`src/bus_pkg.sv`:
```
// shared constants and types for the processor bus interface
package bus_pkg;
  localparam int AD_W        = 32;
  localparam int DIAG_W      = 2;
  localparam int BE_W        = 4;
  localparam int MODE_W      = 2;
  localparam logic [1:0] CYC_IDLE  = 2'h0;
  localparam logic [1:0] CYC_READ  = 2'h1;
  localparam logic [1:0] CYC_WRITE = 2'h2;
  localparam logic FLOAT_ALL_MODE  = 1'h1;
  localparam logic [3:0] RESET_STRB = 4'hF;
  typedef enum {ST_IDLE, ST_ADDR, ST_DATA, ST_END} bus_state_t;
endpackage

```
`src/ctl_if.sv`:
```
// control outputs carried from the sequencer to the edge driver
`timescale 1ns/1ps
interface ctl_if;
  logic       rd_n;
  logic       wr_n;
  logic       ale;
  logic       read_data_enable_n;
  logic       ad_drive;
  logic       ctl_float;
  modport src (output rd_n, output wr_n, output ale, output read_data_enable_n, output ad_drive, output ctl_float);
  modport dst (input rd_n, input wr_n, input ale, input read_data_enable_n, input ad_drive, input ctl_float);
endinterface

```
`src/bus_transceiver_control.sv`:
```
// processor side bus sequencer: address/data phases and float control
// What the document asks of this block and of the outside logic
// RULE1: outside logic may latch fetch type with the address latch strobe.
// RULE2: next address may start half a clock after read data sampling.
// RULE3: read data enable opens read transceivers, gated by bank select outside.
// RULE4: outside write enable from write strobe, held until data stored.
// RULE5: with wait states, delay outside write enable past address phase.
// RULE6: on read-to-write, delay write enable until read memory releases.
// RULE7: partial writes select only written devices or byte lanes.
// RULE8: change single-pin transceiver direction only while outputs disabled.
// RULE9: outside enable window from read and write strobes, dropped with read.
// RULE10: write data stays valid half a clock after write strobe negates.
// RULE11: direction set before enable, held one edge after strobe deasserts.
// RULE12: no cycle in progress: bus floats, control outputs negated.
// RULE13: bus floats after a cycle when no further cycle is pending.
// RULE14: after granting the bus to a DMA master, float all bus outputs. Here diag_q has no output enable and stays driven.
// RULE15: float-all reset mode floats every output except system clock. Here diag_q has no output enable and stays driven.
// RULE16: float-all mode chosen by second interrupt input during reset.
// RULE17: control outputs assert and deassert on the sequencer's clock edges.
// RULE18: outside transceiver logic clocked from system clock, held off in reset.
`timescale 1ns/1ps
module bus_transceiver_control (
  input  wire logic                    mclk,
  input  wire logic                    reset_n,
  input  wire logic                    req_valid,
  input  wire logic                    req_write,
  input  wire logic [bus_pkg::AD_W-1:0]   req_addr,
  input  wire logic [bus_pkg::BE_W-1:0]   req_be_n,
  input  wire logic [bus_pkg::DIAG_W-1:0] req_diag,
  input  wire logic [bus_pkg::AD_W-1:0]   req_wdata,
  output logic                         req_ready_q,
  output logic [bus_pkg::AD_W-1:0]     rdata_q,
  output logic                         rdata_valid_q,
  input  wire logic                    ack_n,
  input  wire logic                    bus_req_n,
  input  wire logic                    second_interrupt_input,
  input  wire logic [bus_pkg::AD_W-1:0] ad_in,
  output logic [bus_pkg::AD_W-1:0]     ad_out_q,
  output logic                         ad_oe_n_q,
  output logic [bus_pkg::DIAG_W-1:0]   diag_q,
  output logic                         rd_n_q,
  output logic                         wr_n_q,
  output logic                         ale_q,
  output logic                         read_data_enable_n_q,
  output logic                         ctl_oe_n_q,
  output logic                         bus_grant_out_q,
  output logic                         bus_grant_oe_n_q,
  output logic                         system_clock_out_q
);
  import bus_pkg::*;

  ctl_if c ();
  bus_state_t st_q;
  logic       wr_cyc_q;
  logic       float_all_q;
  logic       grant_q;
  logic [1:0] ack_s_q;
  logic [1:0] breq_s_q;
  logic [1:0] sint_s_q;
  logic [AD_W-1:0] ad_s0_q;
  logic [AD_W-1:0] ad_s1_q;
  logic       take;
  logic       rd_done;

  // control pin synchronisers
  always_ff @(posedge mclk) begin
    ack_s_q  <= {ack_s_q[0], ack_n};
    breq_s_q <= {breq_s_q[0], bus_req_n};
    sint_s_q <= {sint_s_q[0], second_interrupt_input};
  end

  // read data settles no later than its ack and clears the same two stages
  always_ff @(posedge mclk) begin
    ad_s0_q <= ad_in;
    ad_s1_q <= ad_s0_q;
  end

  // mode strap caught while reset is held, kept afterwards
  always_ff @(posedge mclk) begin
    if (!reset_n) begin
      float_all_q <= (sint_s_q[1] == FLOAT_ALL_MODE); // RULE16
    end
  end

  // start only when the bus is ours and the last ack has cleared
  always_comb begin
    take    = (st_q == ST_IDLE) && req_valid && breq_s_q[1] && !float_all_q && ack_s_q[1];
    rd_done = (st_q == ST_DATA) && !ack_s_q[1] && !wr_cyc_q;
  end

  // bus cycle sequencer
  always_ff @(posedge mclk) begin
    if (!reset_n) begin
      st_q <= ST_IDLE;
    end else begin
      unique case (st_q)
        ST_IDLE: if (take) st_q <= ST_ADDR;
        ST_ADDR: st_q <= ST_DATA;
        ST_DATA: if (!ack_s_q[1]) st_q <= ST_END;
        // one cycle hold: write data stays after strobe negation
        ST_END:  st_q <= ST_IDLE; // RULE10 RULE2
      endcase
    end
  end

  // direction of the cycle, fixed when it starts
  always_ff @(posedge mclk) begin
    if (!reset_n) begin
      wr_cyc_q <= 1'h0;
    end else if (take) begin
      wr_cyc_q <= req_write;
    end
  end

  // bus handed to an outside master only between cycles
  always_ff @(posedge mclk) begin
    if (!reset_n) begin
      grant_q <= 1'h0;
    end else if (st_q == ST_IDLE) begin
      grant_q <= !breq_s_q[1] || float_all_q; // RULE14
    end
  end

  // control levels toward edge stage
  always_comb begin
    c.ale                = (st_q == ST_ADDR);
    c.rd_n               = !((st_q == ST_ADDR || st_q == ST_DATA) && !wr_cyc_q); // RULE17
    c.wr_n               = !((st_q == ST_ADDR || st_q == ST_DATA) && wr_cyc_q);
    c.read_data_enable_n = !(st_q == ST_DATA && !wr_cyc_q); // RULE3
    c.ad_drive           = (st_q == ST_ADDR) || (wr_cyc_q && (st_q == ST_DATA || st_q == ST_END));
    c.ctl_float          = grant_q || float_all_q; // RULE15
  end

  ctl_edge u_edge (
    .mclk                 (mclk),
    .reset_n              (reset_n),
    .c                    (c),
    .rd_n_q               (rd_n_q),
    .wr_n_q               (wr_n_q),
    .ale_q                (ale_q),
    .read_data_enable_n_q (read_data_enable_n_q),
    .ctl_oe_n_q           (ctl_oe_n_q)
  );

  // address/data pins, float when idle or granted
  always_ff @(posedge mclk) begin
    if (!reset_n) begin
      ad_oe_n_q <= 1'h1;
    end else begin
      ad_oe_n_q <= !(c.ad_drive && !c.ctl_float); // RULE12 RULE13 RULE14
    end
  end

  // address and byte enables stand while the latch strobe is high, then write data
  always_ff @(posedge mclk) begin
    if (!reset_n) begin
      ad_out_q <= '0;
    end else if (take) begin
      ad_out_q <= {req_addr[AD_W-1:BE_W], req_be_n};
    end else if (st_q == ST_DATA && wr_cyc_q) begin
      ad_out_q <= req_wdata;
    end
  end

  // fetch type rides with the address
  always_ff @(posedge mclk) begin
    if (!reset_n) begin
      diag_q <= '0;
    end else if (take) begin
      diag_q <= req_diag; // RULE1
    end
  end

  // grant pin, low while an outside master owns the bus
  always_ff @(posedge mclk) begin
    if (!reset_n) begin
      bus_grant_out_q <= 1'h1;
    end else begin
      bus_grant_out_q <= !grant_q;
    end
  end

  // grant pin floats too in float-all mode
  always_ff @(posedge mclk) begin
    if (!reset_n) begin
      bus_grant_oe_n_q <= 1'h1;
    end else begin
      bus_grant_oe_n_q <= float_all_q; // RULE16
    end
  end

  // clock out keeps running in every mode
  always_ff @(posedge mclk) begin
    if (!reset_n) begin
      system_clock_out_q <= 1'h0;
    end else begin
      system_clock_out_q <= !system_clock_out_q; // RULE15
    end
  end

  // ready hint for the user side
  always_ff @(posedge mclk) begin
    if (!reset_n) begin
      req_ready_q <= 1'h0;
    end else begin
      req_ready_q <= (st_q == ST_IDLE) && breq_s_q[1] && !float_all_q && ack_s_q[1] && !req_valid;
    end
  end

  // one-cycle pulse with each read word
  always_ff @(posedge mclk) begin
    if (!reset_n) begin
      rdata_valid_q <= 1'h0;
    end else begin
      rdata_valid_q <= rd_done;
    end
  end

  // read word taken from the synchronised bus when the ack is seen
  always_ff @(posedge mclk) begin
    if (!reset_n) begin
      rdata_q <= '0;
    end else if (rd_done) begin
      rdata_q <= ad_s1_q;
    end
  end
endmodule

```
`src/ctl_edge.sv`:
```
// registered control pins with float handling
`timescale 1ns/1ps
module ctl_edge (
  input  wire logic mclk,
  input  wire logic reset_n,
  ctl_if.dst        c,
  output logic      rd_n_q,
  output logic      wr_n_q,
  output logic      ale_q,
  output logic      read_data_enable_n_q,
  output logic      ctl_oe_n_q
);
  always_ff @(posedge mclk) begin
    if (!reset_n) begin
      rd_n_q               <= 1'h1;
      wr_n_q               <= 1'h1;
      ale_q                <= 1'h0;
      read_data_enable_n_q <= 1'h1;
      ctl_oe_n_q           <= 1'h1;
    end else begin
      rd_n_q               <= c.rd_n;
      wr_n_q               <= c.wr_n;
      ale_q                <= c.ale;
      read_data_enable_n_q <= c.read_data_enable_n;
      ctl_oe_n_q           <= c.ctl_float;
    end
  end
endmodule

```
`config.mk`:
```
export PLATFORM = sky130hd
export DESIGN_NAME = bus_transceiver_control
export DESIGN_NICKNAME = d
export VERILOG_FILES = /design/src/bus_pkg.sv /design/src/ctl_if.sv /design/src/bus_transceiver_control.sv /design/src/ctl_edge.sv
export SDC_FILE = /design/constraint.sdc
export NUM_CORES = 1
export LEC_CHECK = 0
export BUFFER_PORTS_ARGS = -buffer_cell sky130_fd_sc_hd__buf_2
export CORE_ASPECT_RATIO = 0.8
export CORE_UTILIZATION = 48
export CTS_CLUSTER_DIAMETER = 30
export DETAILED_ROUTE_END_ITERATION = 10
export PLACE_DENSITY = 0.82
export SLEW_MARGIN = 10
export SYNTH_ARGS = -nofsm -noshare
export SYNTH_HDL_FRONTEND = slang
export SYNTH_SLANG_ARGS = --single-unit
```
`constraint.sdc`:
```
create_clock -name mclk -period 2.2 [get_ports mclk]
set_input_delay 0 -clock mclk [delete_from_list [all_inputs] [get_ports mclk]]
set_output_delay 0 -clock mclk [all_outputs]
set_load 0.01 [all_outputs]
```
==> results by group <==
Timing
  – RSZ-0062 raised after global routing: false
  – Fmax: approximately 560 MHz
  – Pins Over Slew Limit: 0
  – Minimum clock period: approximately 1.8 ns
  – Clock skew: ~0.0089 ns
  – Final Hold Vio Count: 0
  – Final setup viols: 0
  – Slew @ Worst Pin: a little over 0.5 ns
  – Final Cycle Share: 0.810
  – Post-Route Setup TNS: 0 ns
  – Worst setup margin: about 0.42 ns
  – Relative slew slack: 0.652

Worst setup path
  – Crit-path max FO: 32
  – Worst-case reg-to-reg path depth: 6
  – Crit path cell chain: inv_1 > ha_1 > nand2_1 > buf_4 > a221o_1 > o211a_1
  – Worst path top cell family by delay: compound AO/OA/AOI/OAI gates
  – Worst path max stage delay: between 0.3 and 0.4 ns
  – Reg2Reg Launch Point: st_q[0]
  – Slowest cell on crit path: a221o_1
  – Critical path startpoint: st_q[0]
  – WP buf/inv: 2
  – Critical Path Source Type: flop
  – FF-to-FF setup slack: between 0.4 and 0.5 ns
  – Worst reg2reg endpoint: ad_out_q[16]
  – CP arrival: 2.08 ns
  – Worst path required time: between 2 and 3 ns
  – CP endpoint: ad_out_q[16]
  – Type of the worst setup path: reg -> reg
  – CP Depth: 6
  – Worst setup EP type: flop

Synth
  – Mean Syn Cell Area: between 10 and 15 µm²
  – Synth Net Count: between 500 and 600
  – YS warnings: 0
  – Synth Cell Area: 4800 µm²
  – Yosys reg bits: approximately 150
  – Register area share after synthesis: 0.636
  – Synthesized instance count: ~430
  – Netlist cell types: 33

Routing
  – Via count: roughly 4,300
  – Antenna Nets Post-Route: 0
  – Routed WL: ~13,000 µm
  – Routed vias/inst: approximately 5.2
  – Drt pass-1 iters: 4
  – Drt initial violations: 227
  – DRC viols: 0
  – Wire per inst: between 15 and 20 µm

Placement
  – Post-DP HPWL: roughly 8000 µm
  – IO Port Bufs: between 150 and 200
  – Pre-CTS setup slack: about 0.47 ns
  – Cell Area, Placed: 5810 µm²
  – Placer Congestion: 0.757

Run status
  – Status: completed

Clocking
  – Worst-skew pair later-pin latency: around 0.41 ns
  – CTS tree: done
  – Reg clk slew, reported paths: approximately 0.070 ns
  – Clk buf depth: 2
  – Root cell of the clock tree: clkbuf_16
  – Clk sinks: around 150
  – Post-CTS Setup Bufs: 0
  – Post-cts resize count: 0
  – H-tree depth: 4
  – TritonCTS Buffers: 17

Global route
  – Global-route wire length before repair: between 20,000 and 25,000 µm
  – Largest net degree at the start of global routing: 38
  – Total global-route track usage: 0.259
  – Number of global-route vias before repair: approximately 4,300
  – Grt ovf: 0
  – Antenna violations before repair: 0

Power
  – Clock Power Share: 0.412
  – Worst vdd ir: 0.641 mV
  – Internal: between 0.004 and 0.005 W
  – P_sw: between 0.0015 and 0.002 W
  – Static leakage: about 3.5 nW
  – Gate power share: 0.146
  – Pwr dens: between 900 and 1000 nW/µm²
  – Part of the power in registers: 0.441
  – Sw Ratio: 0.272

Die
  – Die H: between 90 and 100 µm
  – Placeable Area: slightly below 10,000 µm²
  – DIE AREA: between 10,000 and 15,000 µm²
  – Starting Density: 0.496
  – Std-Cell Rows: 32
  – # IOs: between 150 and 200
  – Width of the die: between 100 and 150 µm

Cells and area
  – Util after Layout: 0.733
  – Nets: around 800
  – Antenna Cells: 0
  – Layout fillers: roughly 690
  – Final Cell Area: about 7100 µm²
  – Layout cells sized above 1: 0.333
  – Area Growth Syn to Fin: 48.0%

Hold path
  – Hold WC Path Type: in -> reg

Job
  – Max-Cap Viols: 0
-- power groups by stage --
stage	Combinational, W	Clock (W)	Sequential, W
after floorplan	0.000492	0	0.00311
after global placement	0.000844	0	0.00307
after detailed placement	0.000881	0	0.00308
after CTS	0.000985	0.00286	0.00302
after global routing	0.00108	0.00300	0.00304
final	0.00100	0.00282	0.00303
-- final cells by class --
| cell class | count | area, µm² | share of cell area |
|---|---|---|---|
| Multi-Input combinational cell | 236 | 1540 | 0.217 |
| Sequential cell | 152 | 3050 | 0.430 |
| Timing Repair Buffer | 265 | 1730 | 0.243 |
| Tap cell | 136 | 170 | 0.0239 |
| Clock buffer | 17 | 425 | 0.0599 |
| Inverter | 6 | 22.5 | 0.00317 |
| Clock inverter | 15 | 165 | 0.0232 |
-- Yosys cell counts (all sizes together) --
| master | count | area, µm² |
|---|---|---|
| nand4b | 1 | 8.76 |
| o21ai | 4 | 20.0 |
| nand2 | 72 | 270 |
| mux2i | 1 | 10.0 |
| clkbuf | 21 | 78.8 |
| dfxtp | 151 | 3020 |
| nor2 | 3 | 11.3 |
| a21oi | 35 | 175 |
| and3 | 32 | 200 |
| a221o | 32 | 320 |
| a32oi | 1 | 8.76 |
| and2 | 1 | 6.26 |
| or3b | 1 | 8.76 |
| o211a | 32 | 320 |
| edfxtp | 1 | 30.0 |
| nand3 | 5 | 25.0 |
| a211oi | 2 | 15.0 |
| a311o | 1 | 10.0 |
| or3 | 1 | 6.26 |
| a31oi | 1 | 6.26 |
| inv | 5 | 18.8 |
| ha | 4 | 50.1 |
| and4b | 1 | 13.8 |
| mux2 | 1 | 11.3 |
| nor3b | 1 | 12.5 |
| clkinv | 1 | 3.75 |
| or2 | 1 | 6.26 |
| nor4 | 2 | 12.5 |
| a311oi | 1 | 8.76 |
| buf | 18 | 111 |
-- kinds of logic after synthesis --
| kind of cell | share of synthesized area |
|---|---|
| flops | 0.636 |
| simple gates | 0.121 |
| compound gates | 0.184 |
| buf+inv | 0.0443 |
| fa+ha+maj | 0.0104 |
| mux | 0.00443 |
-- timing repair --
action / CTS / global route
hold buffers: 71 / 0
endpoints found under the hold margin: 72 / 0
endpoints found under the setup margin: 0 / 0
-- placed cells by master (no fill, tap or decap), types with 5 or more instances in the layout --
cell and instances:
a21oi_1 35, a221o_1 32, and3_1 32, buf_2 181, buf_4 12, clkbuf_16 17, dfxtp_1 151, dlygate4sd3_1 71
inv_1 5, nand2_1 72, nand3_1 5, o211a_1 32
-- state kept, by name (all words and copies together), names as in the netlist, 32 cells and up --
signal	flops
rdata_q	32
ad_out_q	32
ad_s1_q	32
ad_s0_q	32
-- tightest hold or removal path: stages --
cell	delay [ns]
buf_2	0.07
and3_1	0.14
a221o_1	0.10
o211a_1	0.13
-- metal layers --
metal  part of all wire  GRT usage  vias to the layer above  wire length (µm)
met5                  0          0                        -                 0
met4              0.039      0.146                        0               511
met3              0.054     0.0681                       45               707
met2               0.50      0.443                      188              6620
met1               0.41      0.294                     2032              5350
li1                   -          -                     2036                 -
-- metrics by stage --
stage	power [W]	std cells	hold WS [ns]
after floorplan	0.00360	433	0.0277
after global placement	0.00392	724	0.102
after detailed placement	0.00396	724	0.104
after CTS	0.00687	827	0.0424
after global routing	0.00712	827	0.0690
final	0.00685	827	0.0582
-- worst min path at each step --
stage / startpoint / depth (start not counted) / endpoint
floorplan: ack_n / 0 / ack_s_q[0]
global placement: ad_in[14] / 1 / ad_s0_q[14]
detailed placement: ad_in[19] / 1 / ad_s0_q[19]
CTS: req_wdata[24] / 4 / ad_out_q[24]
global route: req_wdata[24] / 4 / ad_out_q[24]
finish: req_wdata[24] / 4 / ad_out_q[24]
Note: power is estimated with default switching activity, not from simulation.
